<file path="src/afp_regs.svh">
// Purpose: Register offsets, field positions, reset values and timing counts for the angle filter block
// Assumes: 32-bit word registers on a plain strobe port, byte addresses
// Notes: Included by the design files
`ifndef AFP_REGS_SVH
`define AFP_REGS_SVH

`define AFP_OFF_CONFIG 8'h00
`define AFP_OFF_STATUS 8'h04
`define AFP_OFF_IRQ_STAT 8'h08
`define AFP_OFF_IRQ_EN 8'h0c
`define AFP_OFF_IRQ_CLR 8'h10
`define AFP_OFF_ANGLE 8'h14

// Config field positions
`define AFP_CFG_SF_LO 0
`define AFP_CFG_SF_HI 1
`define AFP_CFG_FTH_LO 2
`define AFP_CFG_FTH_HI 4
`define AFP_CFG_HYSTERESIS_SEL_LO 5
`define AFP_CFG_HYSTERESIS_SEL_HI 6
`define AFP_CFG_PM_LO 7
`define AFP_CFG_PM_HI 8
`define AFP_CFG_AUTO_LOWPOWER_EN 9
`define AFP_CFG_PWM 10
`define AFP_CFG_RESET 11'h000

// Status bits
`define AFP_ST_MAGNET 0
`define AFP_ST_FAST 1
`define AFP_ST_DEEP 2

// Interrupt bits: magnet lost, magnet found, deep entry
`define AFP_IRQ_LOST 0
`define AFP_IRQ_FOUND 1
`define AFP_IRQ_DEEP 2

`define AFP_IDLE_BAND 12'h004
`define AFP_IDLE_TIME_S 60
`define AFP_CLK_HZ 25000000
`define AFP_IDLE_CYCLES (`AFP_IDLE_TIME_S * `AFP_CLK_HZ)

`endif

</file>
<file path="src/afp_pkg.sv">
// Purpose: Types for the angle filter block
// Assumes: afp_regs.svh supplies the numbers
// Notes: Power state enumeration
package afp_pkg;
  typedef enum logic [1:0] {
    AFP_PWR_NORMAL,
    AFP_PWR_SELECTED,
    AFP_PWR_DEEPEST
  } afp_pwr_t;
endpackage : afp_pkg

</file>
<file path="src/afp_filter.sv">
// Purpose: Adaptive slow/fast angle filter
// Assumes: One new sample per sample strobe
// Notes: Slow path is a first-order IIR whose shift follows the step selection
`timescale 1ns/1ps
`default_nettype none
`include "afp_regs.svh"
module afp_filter
  import afp_pkg::*;
(
  // Clock and reset
  input wire logic clk_sys,
  input wire logic rst,
  // Settings
  input wire logic [1:0] slow_filter_sel,
  input wire logic [2:0] fast_threshold_sel,
  // Samples
  input wire logic sample_valid,
  input wire logic [11:0] sample_angle,
  // Result
  output logic [11:0] filt_angle,
  output logic fast_active
);
  logic [15:0] acc;
  logic [11:0] diff;
  logic [4:0] up_th;
  logic [2:0] down_th;
  logic [3:0] shift;
  logic [15:0] target;
  logic [15:0] next_acc;
  logic next_fast;

  function automatic logic [11:0] afp_absdiff(input logic [11:0] a, input logic [11:0] b);
    afp_absdiff = (a > b) ? (a - b) : (b - a);
  endfunction : afp_absdiff

  assign diff = afp_absdiff(sample_angle, acc[15:4]);
  // Slow-to-fast and fast-to-slow thresholds
  assign up_th = (fast_threshold_sel == 3'h1) ? 5'h06 : (fast_threshold_sel == 3'h2) ? 5'h07 :
                 (fast_threshold_sel == 3'h3) ? 5'h09 : (fast_threshold_sel == 3'h4) ? 5'h12 :
                 (fast_threshold_sel == 3'h5) ? 5'h15 : (fast_threshold_sel == 3'h6) ? 5'h18 :
                 5'h0a;
  assign down_th = (fast_threshold_sel == 3'h7) ? 3'h4 : (fast_threshold_sel[2] ? 3'h2 : 3'h1);
  // Longer step delay uses a larger shift
  assign shift = 4'h4 - {2'h0, slow_filter_sel};
  assign target = {sample_angle, 4'h0};
  // Fast path enters above the up threshold and leaves at or below the down threshold
  assign next_fast = (fast_threshold_sel == 3'h0) ? 1'b0 :
                     (fast_active ? ({9'h000, diff} > {13'h0000, down_th}) : ({7'h00, diff} > {2'h0, up_th}));
  // Fast path jumps straight to the sample, settling within two samples
  assign next_acc = next_fast ? target :
                    ((target >= acc) ? (acc + ((target - acc) >> shift)) : (acc - ((acc - target) >> shift)));

  always_ff @(posedge clk_sys)
  begin
    if (rst)
    begin
      acc <= 16'h0000;
      fast_active <= 1'b0;
      filt_angle <= 12'h000;
    end
    else if (sample_valid)
    begin
      acc <= next_acc;
      fast_active <= next_fast;
      filt_angle <= next_acc[15:4];
    end
  end
endmodule : afp_filter
`default_nettype wire

</file>
<file path="src/afp_top.sv">
// Purpose: Angle post-processing, magnet detection and low-power control
// Assumes: Front end delivers samples and a field-fail level on clk_sys
// Notes: Registers on a plain strobe port, read data one cycle later
// Behaviour
// - Fast filter acts only while angle change exceeds the selected threshold.
// - Three-bit threshold field; code zero means slow filter only.
// - Codes 1..7 use thresholds 6,7,9,18,21,24,10 up and 1,1,1,2,2,2,4 down.
// - With fast filter, output settles within two sampling periods after a step.
// - Output hysteresis of 0 to 3 LSB chosen by a configuration field.
// - Magnet-present flag clears when field strength is below minimum.
// - In PWM mode with magnet absent, output pin is held low.
// - State machine manages three low-power modes chosen by a mode field.
// - Angle within 4 LSB for one minute with auto enabled enters deepest mode.
// - One configuration bit enables the automatic idle timer.
// - Two-bit slow filter field sets step response from slowest to fastest.
//
// Our own choices: the register offsets and the plain strobed port.
`timescale 1ns/1ps
`default_nettype none
`include "afp_regs.svh"
module afp_top
  import afp_pkg::*;
#(
  parameter int unsigned IDLE_CYCLES = `AFP_IDLE_CYCLES
)
(
  // Clock and reset
  input wire logic clk_sys,
  input wire logic rst,
  // Register port
  input wire logic [7:0] reg_addr,
  input wire logic [31:0] reg_wdata,
  input wire logic reg_wr,
  input wire logic reg_rd,
  output logic [31:0] reg_rdata,
  // Front end
  input wire logic sample_valid,
  input wire logic [11:0] sample_angle,
  input wire logic field_fail_level,
  // PWM frame level and outputs
  input wire logic pwm_frame_level,
  output logic out_pin,
  output logic [11:0] angle_out,
  output logic magnet_present,
  output logic [1:0] power_mode,
  output logic irq
);
  logic [10:0] config_reg;
  logic [2:0] irq_stat;
  logic [2:0] irq_en;
  logic field_sync1;
  logic field_sync2;
  logic [11:0] filt_angle;
  logic fast_active;
  logic [11:0] idle_ref;
  logic [31:0] idle_cnt;
  afp_pwr_t pwr_state;
  afp_pwr_t next_pwr;

  logic [1:0] slow_filter_sel;
  logic [2:0] fast_threshold_sel;
  logic [1:0] hysteresis_sel;
  logic [1:0] power_mode_sel;
  logic auto_lowpower_en;
  logic pwm_enable;
  logic wr_config;
  logic wr_irq_en;
  logic wr_irq_clr;
  logic [11:0] hysteresis_sel_diff;
  logic hysteresis_sel_move;
  logic [11:0] idle_diff;
  logic idle_moved;
  logic idle_done;
  logic magnet_now;
  logic [2:0] irq_events;
  logic [2:0] next_irq_stat;
  logic [31:0] read_mux;
  logic [1:0] pwr_code;

  function automatic logic [11:0] afp_dist(input logic [11:0] a, input logic [11:0] b);
    afp_dist = (a > b) ? (a - b) : (b - a);
  endfunction : afp_dist

  // Config fields
  assign slow_filter_sel = config_reg[`AFP_CFG_SF_HI:`AFP_CFG_SF_LO];
  assign fast_threshold_sel = config_reg[`AFP_CFG_FTH_HI:`AFP_CFG_FTH_LO];
  assign hysteresis_sel = config_reg[`AFP_CFG_HYSTERESIS_SEL_HI:`AFP_CFG_HYSTERESIS_SEL_LO];
  assign power_mode_sel = config_reg[`AFP_CFG_PM_HI:`AFP_CFG_PM_LO];
  assign auto_lowpower_en = config_reg[`AFP_CFG_AUTO_LOWPOWER_EN];
  assign pwm_enable = config_reg[`AFP_CFG_PWM];

  // Register decode
  assign wr_config = reg_wr && (reg_addr == `AFP_OFF_CONFIG);
  assign wr_irq_en = reg_wr && (reg_addr == `AFP_OFF_IRQ_EN);
  assign wr_irq_clr = reg_wr && (reg_addr == `AFP_OFF_IRQ_CLR);

  afp_filter u_filter (
    .clk_sys(clk_sys),
    .rst(rst),
    .slow_filter_sel(slow_filter_sel),
    .fast_threshold_sel(fast_threshold_sel),
    .sample_valid(sample_valid),
    .sample_angle(sample_angle),
    .filt_angle(filt_angle),
    .fast_active(fast_active)
  );

  // Output only moves when the change exceeds the hysteresis band
  assign hysteresis_sel_diff = afp_dist(filt_angle, angle_out);
  assign hysteresis_sel_move = hysteresis_sel_diff > {10'h000, hysteresis_sel};

  // Idle detection against a reference angle
  assign idle_diff = afp_dist(filt_angle, idle_ref);
  assign idle_moved = idle_diff > `AFP_IDLE_BAND;
  assign idle_done = idle_cnt >= (IDLE_CYCLES - 32'h1);
  assign magnet_now = ~field_sync2;

  // Power state machine
  always_comb
  begin
    next_pwr = pwr_state;
    unique case (pwr_state)
      AFP_PWR_NORMAL:
        if (power_mode_sel != 2'h0)
          next_pwr = AFP_PWR_SELECTED;
      AFP_PWR_SELECTED:
        if (power_mode_sel == 2'h0)
          next_pwr = AFP_PWR_NORMAL;
      AFP_PWR_DEEPEST:
        if (!auto_lowpower_en || idle_moved)
          next_pwr = (power_mode_sel == 2'h0) ? AFP_PWR_NORMAL : AFP_PWR_SELECTED;
    endcase
    if (auto_lowpower_en && idle_done && !idle_moved)
      next_pwr = AFP_PWR_DEEPEST;
  end

  assign pwr_code = (pwr_state == AFP_PWR_DEEPEST) ? 2'h3 :
                    (pwr_state == AFP_PWR_SELECTED) ? power_mode_sel : 2'h0;

  // Interrupt events; set wins over clear
  assign irq_events[`AFP_IRQ_LOST] = magnet_present && !magnet_now;
  assign irq_events[`AFP_IRQ_FOUND] = !magnet_present && magnet_now;
  assign irq_events[`AFP_IRQ_DEEP] = (next_pwr == AFP_PWR_DEEPEST) && (pwr_state != AFP_PWR_DEEPEST);
  assign next_irq_stat = (irq_stat & ~(wr_irq_clr ? reg_wdata[2:0] : 3'h0)) | irq_events;

  assign read_mux = (reg_addr == `AFP_OFF_CONFIG) ? {21'h000000, config_reg} :
                    (reg_addr == `AFP_OFF_STATUS) ? {27'h0000000, pwr_code,
                      pwr_state == AFP_PWR_DEEPEST, fast_active, magnet_present} :
                    (reg_addr == `AFP_OFF_IRQ_STAT) ? {29'h00000000, irq_stat} :
                    (reg_addr == `AFP_OFF_IRQ_EN) ? {29'h00000000, irq_en} :
                    (reg_addr == `AFP_OFF_ANGLE) ? {20'h00000, angle_out} : 32'h00000000;

  // Field-fail level comes from the analog side
  always_ff @(posedge clk_sys)
  begin
    field_sync1 <= field_fail_level;
    field_sync2 <= field_sync1;
  end

  always_ff @(posedge clk_sys)
  begin
    if (rst)
    begin
      config_reg <= `AFP_CFG_RESET;
      irq_en <= 3'h0;
      irq_stat <= 3'h0;
      reg_rdata <= 32'h00000000;
    end
    else
    begin
      if (wr_config)
        config_reg <= reg_wdata[10:0];
      if (wr_irq_en)
        irq_en <= reg_wdata[2:0];
      irq_stat <= next_irq_stat;
      reg_rdata <= reg_rd ? read_mux : 32'h00000000;
    end
  end

  always_ff @(posedge clk_sys)
  begin
    if (rst)
    begin
      magnet_present <= 1'b0;
      angle_out <= 12'h000;
      out_pin <= 1'b0;
      irq <= 1'b0;
    end
    else
    begin
      magnet_present <= magnet_now;
      if (hysteresis_sel_move)
        angle_out <= filt_angle;
      out_pin <= pwm_enable && magnet_now && pwm_frame_level;
      irq <= |(next_irq_stat & irq_en);
    end
  end

  always_ff @(posedge clk_sys)
  begin
    if (rst)
    begin
      pwr_state <= AFP_PWR_NORMAL;
      power_mode <= 2'h0;
      idle_ref <= 12'h000;
      idle_cnt <= 32'h00000000;
    end
    else
    begin
      pwr_state <= next_pwr;
      power_mode <= (next_pwr == AFP_PWR_DEEPEST) ? 2'h3 :
                    (next_pwr == AFP_PWR_SELECTED) ? power_mode_sel : 2'h0;
      if (!auto_lowpower_en || idle_moved)
      begin
        idle_ref <= filt_angle;
        idle_cnt <= 32'h00000000;
      end
      else if (!idle_done)
        idle_cnt <= idle_cnt + 32'h1;
    end
  end
endmodule : afp_top
`default_nettype wire

</file>
<file path="config.mk">
export PLATFORM = sky130hd
export DESIGN_NAME = afp_top
export DESIGN_NICKNAME = d
export VERILOG_FILES = /design/src/afp_pkg.sv /design/src/afp_filter.sv /design/src/afp_top.sv
export VERILOG_INCLUDE_DIRS = /design/src
export SDC_FILE = /design/constraint.sdc
export NUM_CORES = 1
export LEC_CHECK = 0
export ABC_AREA = 0
export BUFFER_PORTS_ARGS = -buffer_cell sky130_fd_sc_hd__buf_2
export CAP_MARGIN = 20
export CORE_MARGIN = 2
export CORE_UTILIZATION = 31
export DETAILED_ROUTE_END_ITERATION = 7
export GPL_TIMING_DRIVEN = 0
export PLACE_DENSITY = 0.58
export SYNTH_ARGS = -nofsm -noshare
export SYNTH_HDL_FRONTEND = slang
export SYNTH_SLANG_ARGS = --single-unit
</file>
<file path="constraint.sdc">
create_clock -name clk_sys -period 6.5 [get_ports clk_sys]
set_input_delay 0.325 -clock clk_sys [delete_from_list [all_inputs] [get_ports clk_sys]]
set_output_delay 0.325 -clock clk_sys [all_outputs]
set_load 0.02 [all_outputs]
</file>
# Yosys cells after proc, flatten, opt, wreduce, memory -nomap -nowiden
# Cells that the tools add are included.
[word_totals]
ramBits = 0
latchBits = 0
mem_count = 0
reg_bits = 143
inputBits = 59
rom_bits = 0
[classes]
bitwise = 7
div = 0
shifts = 2
add_sub_neg = 12
n_eq_ne = 17
mul = 0
n_reduce_logical = 24
magnitude_cmp = 9
n_mux = 31
[op_table]
columns = ["cell", "n"]
rows = [
  ["$sub A12 B12 Y12", 6],
  ["$mux W11", 5],
  ["$sub A16 B16 Y16", 3],
  ["$gt A12 B12 Y1", 3],
  ["$mux W12", 3],
  ["$add A32 B1 Y32 const B", 1],
  ["$ge A32 B31 Y1 const B", 1],
  ["$mux W16", 2],
  ["$shr A16 B4 Y16", 2],
  ["$mux W5", 6],
  ["$mux W2", 9],
  ["$add A16 B16 Y16", 1],
  ["$eq A8 B4 Y1 const B", 2],
  ["$eq A8 B5 Y1 const B", 2],
  ["$ge A16 B16 Y1", 1],
  ["$eq A3 B3 Y1 const B", 4],
  ["$gt A12 B2 Y1", 1],
  ["$gt A12 B3 Y1", 1],
  ["$gt A12 B3 Y1 const B", 1],
  ["$gt A12 B5 Y1", 1],
  ["$logic_and A1 B1 Y1", 10],
  ["$eq A8 B3 Y1 const B", 1],
  ["$logic_not A8 Y1", 1],
  ["$reduce_or A7 Y1", 1],
  ["21 further kinds", 34],
]

# Depth between registers and ports, before layout
# Gate-level depths: netlist of run 1.
[depth]
depth_word = 12
ltp_mapped = 28

# Modules after synthesis
# Synthesis of run 1 repeated with hierarchy kept, for this count alone.
[hier_totals]
hier_cells = 1621
hier_area_um2 = 12092.8
[by_module_without_submodules]
columns = ["module", "cells_per_inst", "area_each_um2", "seq_area_each_um2", "instances"]
rows = [
  ["afp_top", 794, 6432.4, 1881.8, 1],
  ["afp_filter", 827, 5660.4, 340.3, 1],
]

# Worst setup path after synthesis of run 1
# OpenSTA, ideal clock, no wires.
[synth_timing]
kind = "register to register"
from = "reg config_reg[0]"
to = "reg u_filter.acc[15]"
n_path_buf = 7
path_slack_ps = 658
period_less_slack_ps = 5842
arrival_time_ps = 5768
setup_time_ps = 74
path_stages_with_launch = 27
path_cell_list = "dfxtp_1 clkbuf_1 inv_2 buf_1 clkbuf_1 ha_1 clkbuf_1 buf_2 clkbuf_1 clkbuf_1 nand2_1 o21ai_0 ha_1 nand2_1 nor2_1 nand4b_1 or3_1 a32o_1 ha_1 nand2_1 or3_1 o21ai_0 mux2i_1 nand2_1 nand3_1 or3_1 a31oi_1"
[synth_via]
elab_chain_cells = 5
word_cells_on_any_way = 7
classes_between = "add/sub: 3; shift: 2; mux: 2"
[synth_lines]
columns = ["item", "line_no", "text"]
rows = [
  ["start: declaration", "afp_top.sv:48", "logic [10:0] config_reg;"],
  ["start signal: assignment", "afp_top.sv:164", "config_reg <= `AFP_CFG_RESET;"],
  ["start signal: assignment", "afp_top.sv:172", "config_reg <= reg_wdata[10:0];"],
  ["$sub A3 B2 Y4 *", "afp_filter.sv:44", "assign shift = 4'h4 - {2'h0, slow_filter_sel};"],
  ["$shr A16 B4 Y16", "afp_filter.sv:51", "((target >= acc) ? (acc + ((target - acc) >> shift)) : (acc - ((acc - target) >> shift)));"],
  ["$sub A16 B16 Y16 or $add A16 B16 Y16 (tied branches)", "afp_filter.sv:51", ""],
  ["$mux W16 *", "afp_filter.sv:51", ""],
  ["$mux W16 *", "afp_filter.sv:50", "assign next_acc = next_fast ? target :"],
  ["end signal: assignment", "afp_filter.sv:63", "acc <= next_acc;"],
  ["end: declaration", "afp_filter.sv:23", "logic [15:0] acc;"],
]
# Mark *: on every way between the ends. The rest lies on a longest branch, timed or not.
# A chain may end at the register's enable or synchronous reset.

# Final worst setup path of run 1
[layout_timing]
from = "reg u_filter.acc[5]"
to = "reg u_filter.acc[15]"
[layout_via]
elab_chain_cells = 6
word_cells_on_any_way = 17
classes_between = "add/sub: 6; order compare: 4; shift: 2; mux: 5"
[layout_lines]
columns = ["item", "line_no"]
rows = [
  ["branches (longest 5 deep; another with $sub A16 B16 Y16)", "-"],
  ["$mux W16 *", "afp_filter.sv:50"],
]
# Mark *: on every way between the ends.

==> results of run 1 <==
==> cells by family after synthesis <==
group	synth area share
AND/OR/NAND/NOR	0.219
AO/OA/AOI/OAI	0.250
buffers and inverters	0.0766
flip-flops	0.191
adder cells (fa/ha/maj)	0.121
XOR/XNOR	0.0676
multiplexers	0.0742
other	0.000322
==> report_power, final <==
group	total [W]	leakage [nW]	switching, W	internal, W
Combinational	0.00567	4.33	0.00333	0.00234
Sequential	0.000986	0.904	0.000220	0.000766
Clock	0.000571	0.147	0.000298	0.000273
==> area by class of cell <==
class                   count  area (µm²)
clock buffers               9         225
flip-flops and latches    111        2230
plain buffers              98         524
multi-input cells        1253        8650
clock inverters             7        70.1
well taps                 474         593
fillers                  3990       24300
repair buffers             67         345
inverters                 103         390
==> critical path, cell delays in order, from the launching register on <==
cell,delay [ps]
dfxtp_2,640
clkinvlp_4,300
fa_2,470
nand2b_1,230
a21bo_2,230
buf_2,170
and4_1,190
a2111oi_0,560
nor4_1,140
a311oi_2,480
nor2_1,160
nand4b_1,220
o21ai_0,130
a32o_1,310
ha_1,390
nand2_1,120
or3_1,350
o21ai_0,220
mux2i_1,110
nand2_1,120
nand3_1,80
or3_1,320
a31oi_1,160
==> metrics by stage <==
stage          worst slack [ps]  instances  TNS [ps]  area, µm²  power [W]
2_1_floorplan               658       1566         0      11700    0.00519
3_3_place_gp               -765       2103     -1990      12600    0.00642
3_5_place_dp               -855       2103     -2830      12600    0.00648
4_1_cts                    31.5       2118         0      12900    0.00710
5_1_grt                    23.6       2122         0      13000    0.00783
6_report                    324       2122         0      13000    0.00723
==> worst max-delay path by stage <==
stage                    startpoint                to  slack [ps]  cells after the start
finish              u_filter.acc[5]  u_filter.acc[15]         320                     22
detailed placement    config_reg[0]  u_filter.acc[15]        -850                     26
global route          config_reg[0]  u_filter.acc[15]          20                     24
floorplan             config_reg[0]  u_filter.acc[15]         660                     26
CTS                 u_filter.acc[4]  u_filter.acc[15]          30                     24
global placement      config_reg[0]  u_filter.acc[15]        -760                     26
==> layout by cell type, fill, tap and decap left out, types with 26 or more instances in the layout <==
cell / n
a21oi_1: 145
clkbuf_1: 44
dfxtp_1: 108
nor3_1: 29
nand2_1: 165
xor2_1: 26
o21ai_0: 57
inv_1: 100
a21o_1: 36
xnor2_1: 64
ha_1: 101
nor2_1: 144
mux2i_1: 58
buf_2: 79
nand3_1: 34
==> metal layers <==
metal | track usage | up-vias
met5 | 0 | -
met4 | 0.0457 | 0
met2 | 0.326 | 343
li1 | - | 5663
met1 | 0.254 | 5432
met3 | 0.0218 | 40
==> what timing repair did <==
action                     4_1_cts  5_1_grt
setup endpoints to repair        8        7
pin swaps                        0        1
gates resized for setup         11       18
buffers inserted                 0        4
==> impl_metrics.ini, run 1 <==
[min_path]
holdPathEnd = field_sync1
min_from = field_fail_level
holdPathStages = 1
hold_path.class = input pin to flip-flop

[synth]
synth_top_area_cell = dfxtp_1
synth_edf_count = 0
synth.area.top_cells = dfxtp_1 (19%), ha_1 (11%), a21oi_1 (6.3%)
syn_area_mm2 = 0.0117
seq_area_frac_synth = 0.191
avgSynthCellArea_um2 = 7.54
async_reset_ff_frac = 0
synth_ff_type = dfxtp_1
syn_inst = 1547
synth_warnings = 0
yosys_register_bits = 111
yosysUniqueCellTypes = 102
synth_most_common_cell = nand2_1
ys_top_cells_by_count = nand2_1 (165), a21oi_1 (146), nor2_1 (145)
synth_top_area_share = 0.191

[clock_tree]
cts_tree = yes
ctsHtreeMaxLevel = 3
hold_buffers = 0
insertion_delay_ps = 360
cts_sinks = 111
cts_buffers = 9
root_buffer = clkbuf_16
clockBufferDepth = 2
path_clk_slew_ps = 80

[placement]
numPortBuffers = 63
place_congestion = 0.941
hpwl_um = 29900

[route]
dr.pass1.iters = 5
drtAntennaViolNets = 0
top_layer_used = met4
wl_met1_um = 17600
dr_total_vias = 11478
met3_length_um = 1830
drtIter0Drc = 929
met2_length_um = 17500
routed_wl_um = 37600
routedWlPerCell_um = 17.7
drcViolationCount = 0
vias_per_cell = 5.41

[sta]
fin_hold_ws_ps = 62.6
setup_viol = 0
rsz0062_at_grt = no
fin_crit_sh = 0.950
tightest_slew_ps = 1060
finalCriticalPeriod_ps = 6180
hold_viol = 0
slew_headroom = 0.275
slew_viol_final = 0
skew_ps = 13.2
fmax_mhz = 162

[layout]
n_antenna_cell = 0
drive_gt1_frac = 0.115
syn_to_final_growth_pct = 11.7
largest-register = idle_cnt
top_regs = idle_cnt (32), u_filter.acc (16)
largest_reg_flops = 32
nets = 1811
final_util = 0.349

[die]
initial_core_util = 0.312
die_h_um = 198
coreArea_mm2 = 0.0373
rows = 71
die-area_mm2 = 0.0392
ios = 108
die_w_um = 198

[global_route]
antenna_found_initial = 0
grt_pass1_wl_um = 58400
grt_pass1_vias = 10584
grt_max_degree = 22
grt-ovfl-total = 0
grt_util_all_layers = 0.190

[setup_path]
reg2reg_to = u_filter.acc[15]
crit_path_end_kind = flip-flop
crit_required_ps = 6790
r2r_cells = 22
crit_type = flip-flop to flip-flop
regToRegStartpoint = u_filter.acc[5]
arrival_ps = 6470
cp-start-kind = flip-flop
worstPathMaxFanout = 10
ff2ff_setup_slack_ps = 320

[power]
power.leakage_nw = 5.38
power.density_mw_per_mm2 = 555
vdd_ir_drop_max_mv = 0.305

[run]
maxCapViolations = 0

[outcome]
outcome = finished, final reports clean
No activity file was read; power rests on OpenSTA's default activity.
==> run 2, diff against run 1 <==
- ABC_AREA: 0 -> 1
==> run 2 against run 1 <==
Against the previous run:
- register-to-register slack better by 50 ps
- fmax up 0.77%
- worst hold slack worse by 5.1 ps
- clock-buffer cell count unchanged
- power down 11%
- synthesized cell count up 24%
- first-iteration DRC count up 0.97%
- non-clock buffer count down 19
==> impl_metrics.ini, run 2 <==
[die]
die_w_um = 200
die_h_um = 200
rows = 71
ios = 108
die-area_mm2 = 0.0399
coreArea_mm2 = 0.0377
initial_core_util = 0.315

[power]
power.leakage_nw = 6.44
vdd_ir_drop_max_mv = 0.204
power.density_mw_per_mm2 = 488

[global_route]
grt_util_all_layers = 0.203
antenna_found_initial = 2
grt-ovfl-total = 0
grt_pass1_vias = 11721
grt_max_degree = 22
grt_pass1_wl_um = 63400

[sta]
finalCriticalPeriod_ps = 6130
rsz0062_at_grt = no
setup_viol = 0
fin_crit_sh = 0.943
fin_ws_ps = 371
fin_setup_tns_ps = 0
slew_headroom = 0.500
tightest_slew_ps = 742
fmax_mhz = 163
hold_viol = 0
skew_ps = 19.0
slew_viol_final = 0

[min_path]
hold_path.class = input pin to flip-flop

[placement]
numPortBuffers = 65
dp_cells = 2512
hpwl_um = 34200
place_congestion = 0.955
pre_cts_ws_ps = -80.6

[setup_path]
cp-start-kind = flip-flop
worstPathMaxFanout = 10
crit_type = flip-flop to flip-flop
arrival_ps = 6440
crit_path_end_kind = flip-flop
crit_required_ps = 6810

[clock_tree]
ctsHtreeMaxLevel = 3
hold_buffers = 0
clockBufferDepth = 2
cts_buffers = 9
cts_tree = yes
root_buffer = clkbuf_16
insertion_delay_ps = 380
path_clk_slew_ps = 90
cts_sinks = 111

[synth]
yosys_register_bits = 111
async_reset_ff_frac = 0
synth_top_area_cell = dfxtp_1
ys_top_cells_by_count = nand2_1 (451), inv_1 (272), a21oi_1 (162)
synth_edf_count = 0
synth_ff_type = dfxtp_1
syn_area_mm2 = 0.0119
synth_warnings = 0
synth_most_common_cell = nand2_1
yosysUniqueCellTypes = 59
synth.area.top_cells = dfxtp_1 (19%), nand2_1 (14%), ha_1 (11%)
avgSynthCellArea_um2 = 6.19
seq_area_frac_synth = 0.187
syn_inst = 1917
synth_top_area_share = 0.187

[layout]
final_cells = 2529
fillers = 4245
n_antenna_cell = 0
final_util = 0.351
layout_common_cells = nand2_1 (451), inv_1 (270), a21oi_1 (162)
nets = 2181
largest_reg_flops = 32
top_regs = idle_cnt (32), u_filter.acc (16)
multi_input_area_mm2 = 0.00820
largest-register = idle_cnt
seq_area_mm2 = 0.00222
final_common_cell = nand2_1
syn_to_final_growth_pct = 11.5
drive_gt1_frac = 0.101

[route]
dr_total_vias = 12723
routed_wl_um = 41000
top_layer_used = met5
met3_length_um = 1790
drtAntennaViolNets = 0
dr.pass1.iters = 5
met2_length_um = 19300
routedWlPerCell_um = 16.2
drtIter0Drc = 938
wl_met1_um = 19100
drcViolationCount = 0
vias_per_cell = 5.03

[outcome]
outcome = finished, final reports clean

[run]
maxCapViolations = 0
run 2: cell types whose count changed in the layout (fill, tap and decap cells not counted), sizes merged, moves of 36 or more:
cell / delta
nand2: +292
inv: +178
nand3: +125
o21ai: +89
mux2i: -55
xnor2: -55
xor2: +36
run 2: critical path: stages (launching register included):
cell and delay [ps]:
dfxtp_1 610, inv_1 320, ha_1 320, fa_1 390, inv_1 180, o21ai_0 240
a31oi_1 310, o21ai_0 180, nand2_1 90, nand2_1 200, inv_1 310, clkbuf_1 380
o21ai_0 250, ha_1 400, nand3_1 100, nand2_1 110, a21oi_1 90, o21bai_1 300
a21oi_1 110, o21bai_1 290, nand4_1 140, nand2_1 120, xor2_1 220, inv_1 70
nand3_1 80, nand3_1 110, a21oi_1 130
run 2: power breakdown:
part           switching, W  internal [W]  total [W]
clock network      0.000301      0.000274   0.000575
registers          0.000145      0.000750   0.000895
logic               0.00328       0.00171    0.00499
run 2: layout make-up:
class / count / area share
Buffer: 79 / 0.0345
Sequential cell: 111 / 0.168
Multi-Input combinational cell: 1462 / 0.620
Clock buffer: 9 / 0.0170
Timing Repair Buffer: 67 / 0.0257
Tap cell: 511 / 0.0483
Inverter: 283 / 0.0809
Clock inverter: 7 / 0.00558
run 2: final timing paths:
check                                 startpoint               end  slack [ps]  cells after the start
worst min register to register       field_sync1       field_sync2         340                      0
worst max-delay path             u_filter.acc[4]  u_filter.acc[15]         370                     26
worst max register to register   u_filter.acc[4]  u_filter.acc[15]         370                     26
worst min-delay path            field_fail_level       field_sync1          60                      1
run 2: kinds of logic (layout without fill, tap and decap cells):
family	Yosys count	after routing	share of synthesized area
AO/OA/AOI/OAI	411	411	0.197
XOR/XNOR	71	71	0.0524
adder cells (fa/ha/maj)	109	109	0.119
buffers and inverters	363	445	0.128
flip-flops	111	111	0.187
multiplexers	5	5	0.00422
other	1	20	0.000316
AND/OR/NAND/NOR	846	846	0.312
run 2: through the flow:
stage | area, µm² | hold slack, ps | total power, W
after floorplan | 11900 | 310 | 0.00455
after global placement | 12900 | 319 | 0.00573
after detailed placement | 12900 | 319 | 0.00577
after CTS | 13200 | 47.5 | 0.00637
after global routing | 13200 | 44.4 | 0.00710
final | 13200 | 57.5 | 0.00646
run 2: repair_timing:
action	CTS	global route
setup buffers	0	2
setup endpoints to repair	2	6
resized for setup	0	8
run 2: per-layer routing:
layer  global-route usage  up-vias
li1                     -     6449
met1                0.273     5883
met3               0.0154       47
met2                0.352      340
met5                    0        -
met4               0.0488        4
==> run 3, diff against run 2 <==
- clock period: 6.5 -> 6.3 ns (I/O delays scaled with it)
==> run 3 against run 2 <==
Against the previous run:
- wire length is 0.24% higher
- fmax is 6.7% higher
- sequential power grew 3.2%
- clock power up 3%
- sequential share of layout area about the same
- critical path type unchanged
- highest routed layer unchanged
==> impl_metrics.ini, run 3 (synthesis results as in run 2) <==
[outcome]
outcome = finished, final reports clean

[global_route]
grt_pass1_wl_um = 63400
grt_max_degree = 22
antenna_found_initial = 2
grt_pass1_vias = 11721
grt-ovfl-total = 0
grt_util_all_layers = 0.203

[sta]
finalCriticalPeriod_ps = 5750
fmax_mhz = 174
slew_viol_final = 0
rsz0062_at_grt = no
setup_viol = 0
skew_ps = 20.8
tightest_slew_ps = 748
fin_crit_sh = 0.912
slew_headroom = 0.496
fin_ws_ps = 555
hold_viol = 0
fin_hold_ws_ps = 48.1

[layout]
final_cells = 2533
n_antenna_cell = 0
nets = 2185
final_area_mm2 = 0.0133
largest-register = idle_cnt
final_common_cell = nand2_1
drive_gt1_frac = 0.106
top_regs = idle_cnt (32), u_filter.acc (16)
fillers = 4246
largest_reg_flops = 32
syn_to_final_growth_pct = 11.8
layout_common_cells = nand2_1 (451), inv_1 (270), a21oi_1 (162)

[clock_tree]
cts_buffers = 9
ctsHtreeMaxLevel = 3
cts_sinks = 111
cts_tree = yes
clockBufferDepth = 2
root_buffer = clkbuf_16
path_clk_slew_ps = 100
insertion_delay_ps = 380

[placement]
pre_cts_ws_ps = -281
hpwl_um = 34200
dp_cells = 2512
numPortBuffers = 65
place_congestion = 0.955
dpl_cell_area_mm2 = 0.0129

[setup_path]
cp_num_buf_inv = 5
r2r_cells = 26
ff2ff_setup_slack_ps = 550
crit_path_end_kind = flip-flop
slowest_stage = dfxtp_2
crit_start = u_filter.acc[4]
crit_end = u_filter.acc[15]
cp-start-kind = flip-flop
path_delay_family = compound AO/OA/AOI/OAI gates
regToRegStartpoint = u_filter.acc[4]
worstPathMaxFanout = 10
crit_required_ps = 6610
max_stage_delay_ps = 480
reg2reg_to = u_filter.acc[15]
cp.depth = 26
crit_type = flip-flop to flip-flop
arrival_ps = 6060

[route]
drtIter0Drc = 979
drtAntennaViolNets = 0
dr_total_vias = 12758
vias_per_cell = 5.04
routedWlPerCell_um = 16.2
dr.pass1.iters = 6
routed_wl_um = 41100
drcViolationCount = 0

[die]
coreArea_mm2 = 0.0377
initial_core_util = 0.315
ios = 108
die_w_um = 200
rows = 71
die_h_um = 200
die-area_mm2 = 0.0399

[min_path]
hold_path.class = input pin to flip-flop

[power]
power.density_mw_per_mm2 = 503
vdd_ir_drop_max_mv = 0.212
power.leakage_nw = 6.47
p_total_w = 0.00668

[run]
maxCapViolations = 0
[run 3: changes by cell type in the layout (fill, tap and decap cells not counted), moves of 2 or more]
| cell | before | now |
|---|---|---|
| dfxtp_1 | 111 | 109 |
| buf_4 | 28 | 32 |
| clkbuf_1 | 23 | 19 |
| clkbuf_2 | 6 | 9 |
| dfxtp_2 | 0 | 2 |
[run 3: cell type report]
cell class | instances | area [µm²] | area share
plain buffers | 79 | 462 | 0.0348
clock buffers | 9 | 225 | 0.0170
clock inverters | 7 | 73.8 | 0.00556
inverters | 283 | 1070 | 0.0806
multi-input cells | 1462 | 8200 | 0.618
flip-flops and latches | 111 | 2220 | 0.168
well taps | 511 | 639 | 0.0482
repair buffers | 71 | 370 | 0.0279
[run 3: worst min-delay path by stage]
stage,slack [ps],from,cells past startpoint,end
after floorplan,310,field_sync1,0,field_sync2
after global placement,320,field_sync1,0,field_sync2
after detailed placement,320,field_sync1,0,field_sync2
after global routing,30,field_fail_level,1,field_sync1
final,50,field_fail_level,1,field_sync1
after CTS,40,field_fail_level,1,field_sync1
[run 3: where the power goes]
| group | total [W] | switching (W) | internal (W) |
|---|---|---|---|
| Clock | 0.000593 | 0.000310 | 0.000283 |
| Sequential | 0.000924 | 0.000149 | 0.000775 |
| Combinational | 0.00516 | 0.00339 | 0.00177 |
[run 3: worst reg2reg max path, stage by stage (launching register included)]
cell and delay, ps:
dfxtp_2 480, inv_1 250, ha_1 300, fa_1 390, inv_1 170, o21ai_0 230, a31oi_1 290, o21ai_0 180
nand2_1 90, nand2_1 210, inv_1 310, clkbuf_2 280, o21ai_0 190, ha_1 390, nand3_1 100, nand2_1 110
a21oi_1 90, o21bai_1 310, a21oi_1 110, o21bai_1 300, nand4_1 130, nand2_1 120, xor2_1 230, inv_1 70
nand3_1 80, nand3_1 110, a21oi_1 140
[run 3: timing repair]
item                                    CTS  global route
buffers inserted                          0             6
pin swaps                                 0             0
hold buffers                              0             0
endpoints found under the setup margin    3             7
gates resized for setup                   1            18
[run 3: routing by layer]
metal / vias up / track usage / wire, µm
li1: 6454 / - / -
met1: 5903 / 0.273 / 19100
met2: 350 / 0.352 / 19300
met3: 47 / 0.0154 / 1910
met4: 4 / 0.0488 / 761
met5: - / 0 / 24
[run 3: stage by stage]
stage,setup TNS (ps),util
2_1_floorplan,0,-
3_3_place_gp,-494,0.342
3_5_place_dp,-516,0.342
4_1_cts,0,0.350
5_1_grt,0,0.352
6_report,0,0.352
